--- config.mk ---
export PLATFORM = sky130hd
export DESIGN_NAME = seg_sequencer
export DESIGN_NICKNAME = d
export VERILOG_FILES = /design/src/rtl/seg_seq_pkg.sv /design/src/rtl/seg_error_accum.sv /design/src/rtl/seg_sequencer.sv
export VERILOG_INCLUDE_DIRS = /design/src /design/src/rtl
export SDC_FILE = /design/constraint.sdc
export NUM_CORES = 1
export LEC_CHECK = 0
export ABC_AREA = 1
export BUFFER_PORTS_ARGS = -buffer_cell sky130_fd_sc_hd__buf_4
export CAP_MARGIN = 15
export CORE_MARGIN = 2
export CORE_UTILIZATION = 61
export DETAILED_ROUTE_END_ITERATION = 8
export GPL_TIMING_DRIVEN = 1
export PLACE_DENSITY = 0.81
export SETUP_SLACK_MARGIN = 0.02
export SLEW_MARGIN = 25
export SYNTH_ARGS = -nofsm -noshare
export SYNTH_HDL_FRONTEND = slang
export SYNTH_SLANG_ARGS = --single-unit
export TNS_END_PERCENT = 30
--- constraint.sdc ---
create_clock -name MCLK -period 6.05 [get_ports MCLK]
set_input_delay 1.21 -clock MCLK [delete_from_list [all_inputs] [get_ports MCLK]]
set_output_delay 1.21 -clock MCLK [all_outputs]
set_load 0.01 [all_outputs]
--- src/rtl/seg_seq_params.svh ---
// Register offsets, field positions, reset values and timing counts of the segment sequencer
`ifndef SEG_SEQ_PARAMS_SVH
`define SEG_SEQ_PARAMS_SVH
`define OFS_CONTROL 8'h00
`define OFS_CHAINING_MODE 8'h04
`define OFS_SPEED_SOURCE 8'h08
`define OFS_FIXED_SPEED 8'h0C
`define OFS_IDLE_TIME 8'h10
`define OFS_STATUS 8'h14
`define OFS_POS_ERROR 8'h18
`define OFS_FILT_ERROR 8'h1C
`define OFS_SEG_LENGTH 8'h20
`define TRIG_EDGE_BIT 0
`define SEL_INHIBIT_BIT 1
`define RST_CONTROL 16'h0000
`define RST_CHAINING 16'h0000
`define RST_SPEED_SRC 16'h0000
`define RST_FIXED_SPEED 16'h01F4
`define RST_IDLE_TIME 16'h0001
`define RST_SEG_LENGTH 32'h00002710
`define SPEED_SRC_MAX 16'h0004
`define IDLE_UNIT_NS 1000000
`define CLK_PERIOD_NS 25
`define IDLE_UNIT_CYCLES (`IDLE_UNIT_NS / `CLK_PERIOD_NS)
`define FILT_SHIFT 4
`endif

--- src/rtl/seg_seq_pkg.sv ---
// Types shared by the segment sequencer
`default_nettype none
package seg_seq_pkg;
    typedef enum logic [3:0] {
        ST_IDLE = 4'b0001,
        ST_RUN = 4'b0010,
        ST_DONE_WAIT = 4'b0100,
        ST_GAP = 4'b1000
    } seq_state_t;
    typedef struct packed {
        logic [15:0] analog_one;
        logic [15:0] analog_two;
        logic [15:0] analog_three;
        logic [15:0] pulse_rate;
    } speed_inputs_t;
    typedef struct packed {
        logic trigger;
        logic [3:0] select;
    } ctrl_inputs_t;
endpackage
`default_nettype wire

--- src/rtl/seg_error_accum.sv ---
// Position error accumulators: raw and filtered speed command minus actual speed
`include "seg_seq_params.svh"
`default_nettype none
module seg_error_accum #(
    parameter int W = 32
) (
    input wire logic clk,
    input wire logic rst_b,
    input wire logic clear,
    input wire logic signed [15:0] speed_cmd,
    input wire logic signed [15:0] actual_speed,
    output logic signed [15:0] filt_cmd,
    output logic signed [W-1:0] pos_err,
    output logic signed [W-1:0] filt_err
);
    logic signed [15:0] filt_q;
    logic signed [16:0] step;

    // First order low-pass on the planned speed
    assign step = 17'(speed_cmd) - 17'(filt_q);
    always_ff @(posedge clk or negedge rst_b) begin
        if (!rst_b) begin
            filt_q <= 16'sh0000;
        end else begin
            filt_q <= filt_q + 16'(step >>> `FILT_SHIFT);
        end
    end
    assign filt_cmd = filt_q;

    // Raw error accumulation
    always_ff @(posedge clk or negedge rst_b) begin
        if (!rst_b) begin
            pos_err <= '0;
        end else if (clear) begin
            pos_err <= '0;
        end else begin
            pos_err <= pos_err + W'(speed_cmd) - W'(actual_speed);
        end
    end

    // Filtered error accumulation
    always_ff @(posedge clk or negedge rst_b) begin
        if (!rst_b) begin
            filt_err <= '0;
        end else if (clear) begin
            filt_err <= '0;
        end else begin
            filt_err <= filt_err + W'(filt_q) - W'(actual_speed);
        end
    end
endmodule
`default_nettype wire

--- src/rtl/seg_sequencer.sv ---
// Multi-segment position sequencer with AXI4-Lite register access
// How it works
// Edge mode bit set: trigger rising edge starts run, which continues after release.
// Edge mode bit clear: trigger is a level; run stops when it drops.
// Inhibit clear with select inputs in use: select change starts the new segment. Code: only in ST_IDLE, and with the trigger high in level mode.
// Inhibit set: select changes ignored; controller must re-trigger to start.
// Chaining 0: wait completion, then idle time, then issue next segment.
// Chaining 1: idle wait starts on issue; next segment issued without completion.
// Speed source 0..4: fixed, analog one/two/three, pulse rate; three unsupported.
// Position error accumulates planned speed minus actual speed.
// Filtered error accumulates filtered speed command minus actual speed.
`include "seg_seq_params.svh"
`default_nettype none
module seg_sequencer #(
    parameter int IDLE_UNIT_CYC = `IDLE_UNIT_CYCLES,
    parameter int ERR_W = 32
) (
    input wire logic MCLK,
    input wire logic RST_B,
    input wire seg_seq_pkg::ctrl_inputs_t CTRL_IN,
    input wire seg_seq_pkg::speed_inputs_t SPEED_IN,
    input wire logic signed [15:0] ACTUAL_SPEED,
    input wire logic [31:0] ACTUAL_POS_DONE,
    input wire logic [7:0] S_AXI_AWADDR,
    input wire logic S_AXI_AWVALID,
    output logic S_AXI_AWREADY,
    input wire logic [31:0] S_AXI_WDATA,
    input wire logic [3:0] S_AXI_WSTRB,
    input wire logic S_AXI_WVALID,
    output logic S_AXI_WREADY,
    output logic [1:0] S_AXI_BRESP,
    output logic S_AXI_BVALID,
    input wire logic S_AXI_BREADY,
    input wire logic [7:0] S_AXI_ARADDR,
    input wire logic S_AXI_ARVALID,
    output logic S_AXI_ARREADY,
    output logic [31:0] S_AXI_RDATA,
    output logic [1:0] S_AXI_RRESP,
    output logic S_AXI_RVALID,
    input wire logic S_AXI_RREADY,
    output logic SEG_RUNNING,
    output logic SEG_ISSUE,
    output logic [3:0] SEG_INDEX,
    output logic signed [15:0] SEG_SPEED_CMD
);
    // ------------------------------------------------------------
    // Declarations
    // ------------------------------------------------------------
    seg_seq_pkg::seq_state_t state_q;
    logic [15:0] control_q, chaining_q, speed_src_q, fixed_speed_q, idle_time_q;
    logic [31:0] seg_len_q, out_cnt_q;
    logic trig_m_q, trig_s_q, trig_old_q;
    logic [3:0] sel_m_q, sel_s_q, sel_old_q;
    logic [31:0] gap_cnt_q;
    logic gap_armed_q;
    logic aw_hold_q, w_hold_q;
    logic [7:0] aw_addr_q;
    logic [31:0] w_data_q;
    logic [3:0] w_strb_q;
    logic signed [15:0] speed_sel;
    logic signed [ERR_W-1:0] pos_err, filt_err;
    logic trig_rise, sel_change, start, stop, seg_done, gap_over, wr_go;
    logic [31:0] gap_len;

    // ------------------------------------------------------------
    // Input synchronisers
    // ------------------------------------------------------------
    // Two flops on the pins from the external controller
    always_ff @(posedge MCLK or negedge RST_B) begin
        if (!RST_B) begin
            trig_m_q <= 1'b0;
            trig_s_q <= 1'b0;
            trig_old_q <= 1'b0;
            sel_m_q <= 4'h0;
            sel_s_q <= 4'h0;
            sel_old_q <= 4'h0;
        end else begin
            trig_m_q <= CTRL_IN.trigger;
            trig_s_q <= trig_m_q;
            trig_old_q <= trig_s_q;
            sel_m_q <= CTRL_IN.select;
            sel_s_q <= sel_m_q;
            sel_old_q <= sel_s_q;
        end
    end

    // Start and stop conditions
    assign trig_rise = trig_s_q && !trig_old_q;
    assign sel_change = (sel_s_q != sel_old_q) && !control_q[`SEL_INHIBIT_BIT];
    assign start = trig_rise || sel_change;
    assign stop = !control_q[`TRIG_EDGE_BIT] && !trig_s_q;

    // ------------------------------------------------------------
    // Speed source select
    // ------------------------------------------------------------
    always_comb begin
        case (speed_src_q[2:0])
            3'h0: speed_sel = fixed_speed_q;
            3'h1: speed_sel = SPEED_IN.analog_one;
            3'h2: speed_sel = SPEED_IN.analog_two;
            3'h3: speed_sel = 16'sh0000; // Third analog input not fitted
            3'h4: speed_sel = SPEED_IN.pulse_rate;
            default: speed_sel = 16'sh0000;
        endcase
    end

    // ------------------------------------------------------------
    // Segment sequencer
    // ------------------------------------------------------------
    assign seg_done = out_cnt_q >= seg_len_q;
    assign gap_len = 32'(idle_time_q) * 32'(IDLE_UNIT_CYC);
    assign gap_over = gap_armed_q && (gap_cnt_q >= gap_len);

    // Sequence state and output progress
    always_ff @(posedge MCLK or negedge RST_B) begin
        if (!RST_B) begin
            state_q <= seg_seq_pkg::ST_IDLE;
            out_cnt_q <= 32'h00000000;
            SEG_ISSUE <= 1'b0;
            SEG_INDEX <= 4'h0;
        end else begin
            SEG_ISSUE <= 1'b0;
            case (state_q)
                seg_seq_pkg::ST_IDLE: begin
                    if (start && !(stop && !trig_rise)) begin
                        state_q <= seg_seq_pkg::ST_RUN;
                        out_cnt_q <= 32'h00000000;
                        SEG_ISSUE <= 1'b1;
                        SEG_INDEX <= sel_s_q;
                    end
                end
                seg_seq_pkg::ST_RUN: begin
                    out_cnt_q <= out_cnt_q + 32'h00000001;
                    if (stop) begin
                        state_q <= seg_seq_pkg::ST_IDLE;
                    end else if (chaining_q[0]) begin
                        if (gap_over) begin
                            out_cnt_q <= 32'h00000000;
                            SEG_ISSUE <= 1'b1;
                            SEG_INDEX <= SEG_INDEX + 4'h1;
                        end
                    end else if (seg_done) begin
                        state_q <= seg_seq_pkg::ST_GAP;
                    end
                end
                seg_seq_pkg::ST_GAP: begin
                    if (stop) begin
                        state_q <= seg_seq_pkg::ST_IDLE;
                    end else if (gap_over) begin
                        state_q <= seg_seq_pkg::ST_RUN;
                        out_cnt_q <= 32'h00000000;
                        SEG_ISSUE <= 1'b1;
                        SEG_INDEX <= SEG_INDEX + 4'h1;
                    end
                end
                default: state_q <= seg_seq_pkg::ST_IDLE;
            endcase
        end
    end

    // Idle gap timer: armed at issue for mode 1, at completion for mode 0
    always_ff @(posedge MCLK or negedge RST_B) begin
        if (!RST_B) begin
            gap_cnt_q <= 32'h00000000;
            gap_armed_q <= 1'b0;
        end else if ((SEG_ISSUE || (state_q == seg_seq_pkg::ST_RUN && !gap_armed_q))
                && chaining_q[0]) begin
            gap_cnt_q <= 32'h00000001;
            gap_armed_q <= 1'b1;
        end else if (state_q == seg_seq_pkg::ST_RUN && seg_done && !chaining_q[0]) begin
            gap_cnt_q <= 32'h00000001;
            gap_armed_q <= 1'b1;
        end else if (gap_over || state_q == seg_seq_pkg::ST_IDLE) begin
            gap_armed_q <= 1'b0;
        end else if (gap_armed_q) begin
            gap_cnt_q <= gap_cnt_q + 32'h00000001;
        end
    end

    // Registered status outputs
    always_ff @(posedge MCLK or negedge RST_B) begin
        if (!RST_B) begin
            SEG_RUNNING <= 1'b0;
            SEG_SPEED_CMD <= 16'sh0000;
        end else begin
            SEG_RUNNING <= state_q != seg_seq_pkg::ST_IDLE;
            SEG_SPEED_CMD <= (state_q == seg_seq_pkg::ST_RUN) ? speed_sel : 16'sh0000;
        end
    end

    // Error accumulators
    seg_error_accum #(
        .W(ERR_W)
    ) u_err (
        .clk(MCLK),
        .rst_b(RST_B),
        .clear(SEG_ISSUE),
        .speed_cmd(SEG_SPEED_CMD),
        .actual_speed(ACTUAL_SPEED),
        .filt_cmd(),
        .pos_err(pos_err),
        .filt_err(filt_err)
    );

    // ------------------------------------------------------------
    // AXI4-Lite slave
    // ------------------------------------------------------------
    assign wr_go = aw_hold_q && w_hold_q && !S_AXI_BVALID;

    // Write channel capture and response
    always_ff @(posedge MCLK or negedge RST_B) begin
        if (!RST_B) begin
            aw_hold_q <= 1'b0;
            w_hold_q <= 1'b0;
            aw_addr_q <= 8'h00;
            w_data_q <= 32'h00000000;
            w_strb_q <= 4'h0;
            S_AXI_AWREADY <= 1'b0;
            S_AXI_WREADY <= 1'b0;
            S_AXI_BVALID <= 1'b0;
            S_AXI_BRESP <= 2'h0;
        end else begin
            S_AXI_AWREADY <= !aw_hold_q && !S_AXI_AWREADY && S_AXI_AWVALID;
            S_AXI_WREADY <= !w_hold_q && !S_AXI_WREADY && S_AXI_WVALID;
            if (S_AXI_AWVALID && S_AXI_AWREADY) begin
                aw_hold_q <= 1'b1;
                aw_addr_q <= S_AXI_AWADDR;
            end
            if (S_AXI_WVALID && S_AXI_WREADY) begin
                w_hold_q <= 1'b1;
                w_data_q <= S_AXI_WDATA;
                w_strb_q <= S_AXI_WSTRB;
            end
            if (wr_go) begin
                aw_hold_q <= 1'b0;
                w_hold_q <= 1'b0;
                S_AXI_BVALID <= 1'b1;
                case (aw_addr_q)
                    `OFS_CONTROL, `OFS_CHAINING_MODE, `OFS_SPEED_SOURCE, `OFS_FIXED_SPEED,
                    `OFS_IDLE_TIME, `OFS_SEG_LENGTH: S_AXI_BRESP <= 2'h0;
                    default: S_AXI_BRESP <= 2'h2;
                endcase
            end else if (S_AXI_BVALID && S_AXI_BREADY) begin
                S_AXI_BVALID <= 1'b0;
            end
        end
    end

    // Configuration registers, written whole only when byte lane 0 is strobed
    always_ff @(posedge MCLK or negedge RST_B) begin
        if (!RST_B) begin
            control_q <= `RST_CONTROL;
            chaining_q <= `RST_CHAINING;
            speed_src_q <= `RST_SPEED_SRC;
            fixed_speed_q <= `RST_FIXED_SPEED;
            idle_time_q <= `RST_IDLE_TIME;
            seg_len_q <= `RST_SEG_LENGTH;
        end else if (wr_go && w_strb_q[0]) begin
            case (aw_addr_q)
                `OFS_CONTROL: control_q <= {14'h0, w_data_q[1:0]};
                `OFS_CHAINING_MODE: chaining_q <= {15'h0, w_data_q[0]};
                `OFS_SPEED_SOURCE: begin
                    if (w_data_q[15:0] <= `SPEED_SRC_MAX) begin
                        speed_src_q <= w_data_q[15:0];
                    end
                end
                `OFS_FIXED_SPEED: fixed_speed_q <= w_data_q[15:0];
                `OFS_IDLE_TIME: idle_time_q <= w_data_q[15:0];
                `OFS_SEG_LENGTH: seg_len_q <= w_data_q;
                default: control_q <= control_q;
            endcase
        end
    end

    // Read channel
    always_ff @(posedge MCLK or negedge RST_B) begin
        if (!RST_B) begin
            S_AXI_ARREADY <= 1'b0;
            S_AXI_RVALID <= 1'b0;
            S_AXI_RDATA <= 32'h00000000;
            S_AXI_RRESP <= 2'h0;
        end else begin
            S_AXI_ARREADY <= !S_AXI_ARREADY && !S_AXI_RVALID && S_AXI_ARVALID;
            if (S_AXI_ARVALID && S_AXI_ARREADY) begin
                S_AXI_RVALID <= 1'b1;
                S_AXI_RRESP <= 2'h0;
                case (S_AXI_ARADDR)
                    `OFS_CONTROL: S_AXI_RDATA <= {16'h0000, control_q};
                    `OFS_CHAINING_MODE: S_AXI_RDATA <= {16'h0000, chaining_q};
                    `OFS_SPEED_SOURCE: S_AXI_RDATA <= {16'h0000, speed_src_q};
                    `OFS_FIXED_SPEED: S_AXI_RDATA <= {16'h0000, fixed_speed_q};
                    `OFS_IDLE_TIME: S_AXI_RDATA <= {16'h0000, idle_time_q};
                    `OFS_STATUS: S_AXI_RDATA <= {23'h0, SEG_INDEX, state_q, SEG_RUNNING};
                    `OFS_POS_ERROR: S_AXI_RDATA <= 32'(pos_err);
                    `OFS_FILT_ERROR: S_AXI_RDATA <= 32'(filt_err);
                    `OFS_SEG_LENGTH: S_AXI_RDATA <= seg_len_q;
                    default: begin
                        S_AXI_RDATA <= 32'h00000000;
                        S_AXI_RRESP <= 2'h2;
                    end
                endcase
            end else if (S_AXI_RVALID && S_AXI_RREADY) begin
                S_AXI_RVALID <= 1'b0;
            end
        end
    end
endmodule
`default_nettype wire

# Word level (Yosys, flattened, before mapping)
# Cells that the tools add are included.
totals:
  ff_bits: 353
  elab_cells: 191
  output_inout_bits: 63
  inputBits: 176
classes:
  add_sub_neg: 9
  n_eq_ne: 30
  mux: 48
  mul: 1
  magnitude_cmp: 3
  reduce_logical: 64
op_table:
  columns: ["op", "n"]
  rows:
  - ["$mux W32", 12]
  - ["$pmux W32 S9", 1]
  - ["$pmux W32 S3", 1]
  - ["$add A32 B1 Y32 const B", 2]
  - ["$add A32 B16 Y32", 2]
  - ["$ge A32 B32 Y1", 2]
  - ["$pmux W16 S4", 1]
  - ["$sub A32 B16 Y32", 2]
  - ["$mux W4", 11]
  - ["$eq A8 B5 Y1 const B", 5]
  - ["$eq A8 B4 Y1 const B", 4]
  - ["$mul A16 B10 Y26 const B", 1]
  - ["$logic_and A1 B1 Y1", 24]
  - ["$pmux W4 S3", 2]
  - ["$sub A16 B16 Y17", 1]
  - ["$add A16 B13 Y16", 1]
  - ["$eq A8 B3 Y1 const B", 2]
  - ["$eq A8 B6 Y1 const B", 2]
  - ["$le A16 B3 Y1 const B", 1]
  - ["$logic_not A8 Y1", 2]
  - ["$mux W1", 16]
  - ["$mux W16", 1]
  - ["$logic_not A1 Y1", 15]
  - ["$ne A3 B3 Y1 const B", 4]
  - ["22 further kinds", 40]

# Logic depth before layout (Yosys ltp)
logic_depth:
  word_depth: 8
  depth_mapped: 37
  mapped_depth_nobuf: 36

# By module
# Synthesis repeated with hierarchy kept, for this count alone.
hier_totals:
  cells_unflattened: 3806
  area_unflattened_um2: 27752.9
modules_own_cells:
  columns: ["module", "area_per_inst_um2", "seq_area_each_um2", "cells_each", "instances"]
  rows:
  - ["seg_sequencer", 17528.1, 6772.7, 2216, 1]
  - ["seg_error_accum", 10224.8, 2001.9, 1590, 1]

# Worst setup path after synthesis
# OpenSTA, ideal clock, no wires.
synth_path:
  kind: "register to register"
  start: "register idle_time_q[4]"
  end: "register out_cnt_q[16]"
  arrival_time_ps: 5393
  stages_incl_launch_ff: 35
  setup_time_ps: 114
  slack_ps: 544
  n_path_buf: 1
  synth_period_minus_slack_ps: 5506
  required_ps: 5936
  path_cell_list: "dfrtp_1 > inv_1 > fa_1 > inv_1 > ha_1 > inv_1 > fa_1 > inv_1 > ha_1 > inv_1 > fa_1 > inv_1 > ha_1 > nand2_1 > inv_1 > a21oi_1 > o21ai_0 > nand3_1 > nand2_1 > nand2_1 > nand2_1 > xor2_1 > ha_1 > nand2_1 > nor2_1 > nand2_1 > nor3_1 > nand2_2 > nand2_4 > nand2_4 > nand2_4 > buf_2 > nand4_1 > nand2_1 > nor2_1"
synth_between:
  elab_chain_cells: 7
  elab_cells_between_ends: 9
  classes_between: "mul (1); order compare (1); eq/ne (1); mux (4); reduce/logical (2)"
synth_rtl:
  columns: ["element", "line", "source"]
  rows:
  - ["from (decl)", "seg_sequencer.sv:50", "logic [15:0] control_q, chaining_q, speed_src_q, fixed_speed_q, idle_time_q;"]
  - ["from (signal assigned)", "seg_sequencer.sv:256", "idle_time_q <= `RST_IDLE_TIME;"]
  - ["from (signal assigned)", "seg_sequencer.sv:268", "`OFS_IDLE_TIME: idle_time_q <= w_data_q[15:0];"]
  - ["$mul A16 B10 Y26 *", "seg_sequencer.sv:111", "assign gap_len = 32'(idle_time_q) * 32'(IDLE_UNIT_CYC);"]
  - ["$ge A32 B32 Y1 *", "seg_sequencer.sv:112", "assign gap_over = gap_armed_q && (gap_cnt_q >= gap_len);"]
  - ["$logic_and A1 B1 Y1 *", "seg_sequencer.sv:112", null]
  - ["$mux W32", "seg_sequencer.sv:137", "if (gap_over) begin"]
  - ["$mux W32", "seg_sequencer.sv:136", "end else if (chaining_q[0]) begin"]
  - ["$mux W32", "seg_sequencer.sv:134", "if (stop) begin"]
  - ["$pmux W32 S3", "seg_sequencer.sv:123", "case (state_q)"]
  - ["to (signal assigned)", "seg_sequencer.sv:133", "out_cnt_q <= out_cnt_q + 32'h00000001;"]
  - ["to (decl)", "seg_sequencer.sv:51", "logic [31:0] seg_len_q, out_cnt_q;"]
# Every way passes the cells marked *; elsewhere a longest branch is shown, timed or not.
# A chain may end at the register's enable or synchronous reset.

# Worst setup path after layout
layout_path:
  start: "register idle_time_q[6]"
  end: "register gap_cnt_q[22]"
layout_between:
  elab_chain_cells: 6
layout_rtl:
  columns: ["element", "line", "source"]
  rows:
  - ["$mul A16 B10 Y26", "seg_sequencer.sv:111", null]
  - ["$ge A32 B32 Y1", "seg_sequencer.sv:112", null]
  - ["$logic_and A1 B1 Y1", "seg_sequencer.sv:112", null]
  - ["$logic_or A1 B1 Y1", "seg_sequencer.sv:173", "end else if (gap_over || state_q == seg_seq_pkg::ST_IDLE) begin"]
  - ["$ne A3 B3 Y1 (no source line)", null, null]
  - ["$reduce_and A2 Y1 (no source line)", null, null]
  - ["to (signal assigned)", "seg_sequencer.sv:176", "gap_cnt_q <= gap_cnt_q + 32'h00000001;"]
  - ["to (decl)", "seg_sequencer.sv:54", "logic [31:0] gap_cnt_q;"]
# No other way between the ends.

==> impl_metrics.json <==
{
  "rr_endpoint": "gap_cnt_q[22]",
  "area_growth_pct": 15.2,
  "ir_drop_v": 0.000314,
  "gp_congestion": 0.978,
  "clock-root-buffer": "clkbuf_16",
  "postSynth.asyncResetShare": 1.00,
  "worst-setup-path-type": "register to register",
  "grt_max_degree": 144,
  "drv_cap": 0,
  "netlist_area_um2": 26500,
  "htree_levels": 2,
  "clock_latency_ps": 570,
  "ys_warn_count": 0,
  "ctsHoldBuffers": 0,
  "grt_usage": 0.348,
  "synth_mux_area_frac": 0.00113,
  "hold_class": "register to register",
  "p_sw_uw": 7370,
  "layout.nets": 4192,
  "clock_path_buffers": 3,
  "yosysUniqueCellTypes": 54,
  "synth_simple_gate_area_frac": 0.209,
  "reg2reg_depth": 31,
  "vias": 24300,
  "max_stage_delay_ps": 550,
  "cp_max_fo": 16,
  "leakagePower_uw": 0.0156,
  "grt_pass1_vias": 23100,
  "stdcell_count": 4305,
  "synth-xor-area-share": 0.0318,
  "finalHoldViolCount": 0,
  "rr_startpoint": "idle_time_q[6]",
  "period_minus_slack_ps": 5890,
  "synth-compound-area-share": 0.139,
  "ant_nets": 0,
  "vias_per_cell": 5.63,
  "dieArea_um2": 45100,
  "timing.fmax_mhz": 170,
  "crit_path_top_delay_cell": "fa_1",
  "finalCritPeriodShare": 0.973,
  "rrSetupSlack_ps": 160,
  "syn-instance-count": 3481,
  "cts_buffers": 41,
  "worstMarginPinSlew_ps": 1020,
  "holdCritStartpoint": "sel_m_q[0]",
  "synthAdderAreaFrac": 0.181,
  "worstPathRequired_ps": 6460,
  "finalClockSkew_ps": 23.6,
  "arrival_ps": 6290,
  "ys_ff_latch": 350,
  "critPathMostFrequentCell": "nand2_1",
  "hold_depth": 0,
  "grt_pass1_wl_um": 121000,
  "drc": 0,
  "power.density_nw_per_um2": 494,
  "p_comb_frac": 0.605,
  "clkPwrFrac": 0.172,
  "startpoint_type": "register",
  "slew-limit-headroom": 0.315,
  "diodes": 0,
  "rows": 76,
  "core_area_um2": 43000,
  "wl_per_cell_um": 18.1,
  "drt_iter0_drc": 2239,
  "min_to": "sel_s_q[0]",
  "setup_viol": 0,
  "pwr-share-seq": 0.222,
  "start_util": 0.616,
  "io_buffers": 185,
  "antenna_found_initial": 0,
  "die-height_um": 212,
  "numClockSinks": 350,
  "cts_tree": "built",
  "drt_first_pass_iters": 6,
  "synth.avg_cell_area_um2": 7.61,
  "path_clk_slew_ps": 60,
  "overflow": 0,
  "drv_slew": 0,
  "swShare": 0.489,
  "dieWidth_um": 212,
  "wirelength_um": 78000,
  "synth.yosys.seq_area_share": 0.331,
  "layout_common_cells": "727 x nand2_1, 635 x inv_1, 336 x dfrtp_1",
  "io_pins": 239,
  "dp_cells": 4215,
  "ys.flop_type": "dfrtp_1",
  "outcome": "finished, final reports clean",
  "intPower_uw": 7680,
  "hpwl_um": 59400,
  "fin_util": 0.709,
  "final_common_cell": "nand2_1",
  "synth_top_family_by_area": "simple AND/OR/NAND/NOR gates",
  "endpoint_kind": "register",
  "drive_gt1_frac": 0.112,
  "synth-edff-count": 0
}
worst max-delay path: cells and delay by family, from the launching register on:
family | cells | cell delay, ps
xor gates and xnor gates | 2 | 300
adders and majority gates | 7 | 2800
AOI/OAI and AO/OA | 1 | 210
and+or+nand+nor | 15 | 1500
buffers and inverters | 6 | 540
DFF | 1 | 380
power by group through the flow:
stage | clock [uW] | sequential, uW | combinational [uW]
floorplan | 0 | 3230 | 6320
global placement | 0 | 3340 | 8390
detailed placement | 0 | 3360 | 8600
CTS | 2620 | 3330 | 8710
global route | 2710 | 3400 | 10200
finish | 2590 | 3350 | 9110
worst max-delay path by stage:
stage,cells past startpoint,endpoint,startpoint
global placement,35,gap_cnt_q[2],idle_time_q[5]
floorplan,34,out_cnt_q[16],idle_time_q[4]
CTS,29,gap_cnt_q[20],idle_time_q[9]
detailed placement,31,gap_cnt_q[20],idle_time_q[5]
global route,29,gap_cnt_q[10],idle_time_q[9]
finish,31,gap_cnt_q[22],idle_time_q[6]
logic make-up (layout without fill, tap and decap cells):
kind of cell | after synthesis | in the layout
muxes | 3 | 3
and+or+nand+nor | 1317 | 1317
adders and majority gates | 325 | 325
other | 1 | 2
xor gates and xnor gates | 96 | 96
AOI/OAI and AO/OA | 658 | 658
buffers and inverters | 731 | 969
DFF | 350 | 350
area by class of cell:
type	count	area, um2
multi-input combinational	2401	15200
fill	3460	12500
sequential	350	8780
inverter	654	2460
timing repair buffer	243	1920
clock buffer	52	1150
tap	585	732
clock inverter	20	263
sequential cells by signal, summed over array words and instances, names as in the netlist, 2 cells and up:
name	cells
control_q	2
speed_src_q	16
SEG_INDEX	4
gap_cnt_q	32
u_err.filt_err	32
aw_addr_q	8
SEG_SPEED_CMD	16
out_cnt_q	32
u_err.pos_err	32
sel_old_q	4
S_AXI_RDATA	32
u_err.filt_cmd	16
sel_m_q	4
idle_time_q	16
w_data_q	32
seg_len_q	32
fixed_speed_q	16
state_q	3
sel_s_q	4
synthesized netlist by cell type (all sizes together) (6+ instances only):
cell type,number,share of area
xnor2,28,0.0093
inv,652,0.092
a31oi,8,0.0019
a21oi,232,0.044
a21o,16,0.0045
nand2,747,0.11
dfstp,13,0.013
o22ai,40,0.0095
nor3,60,0.013
xor2,68,0.022
nor2,304,0.045
fa,98,0.074
a221oi,15,0.0050
o21bai,15,0.0043
nand3,131,0.025
buf,27,0.0059
ha,227,0.11
nor4,9,0.0024
clkbuf,50,0.0071
dfrtp,337,0.32
o21ai,271,0.051
o221ai,6,0.0020
o211ai,6,0.0017
o21a,18,0.0051
a41oi,17,0.0056
nand4,50,0.012
nand3b,6,0.0017
stage by stage:
step	setup TNS, ps	cell area, um2	hold WS, ps	total power (uW)	worst slack, ps
detailed placement	0	28600	336	12000	152
floorplan	0	26500	331	9550	544
global placement	0	28600	332	11700	242
global route	-2510	30500	357	16300	-99.2
finish	0	30500	353	15000	165
CTS	0	30000	355	14700	36.3
metal layers:
metal	vias to the layer above	GRT usage	wire length (um)	part of all wire
met5	-	0	0	0
met4	0	0.130	3090	0.040
met3	175	0.0677	6880	0.088
met2	1003	0.551	35300	0.45
met1	11400	0.475	32700	0.42
li1	11700	-	-	-
repair_timing:
action | in CTS | in global routing
setup endpoints to repair | 0 | 72
resized for setup | 0 | 61
buffers inserted | 0 | 16
Note: power is estimated with default switching activity, not from simulation.
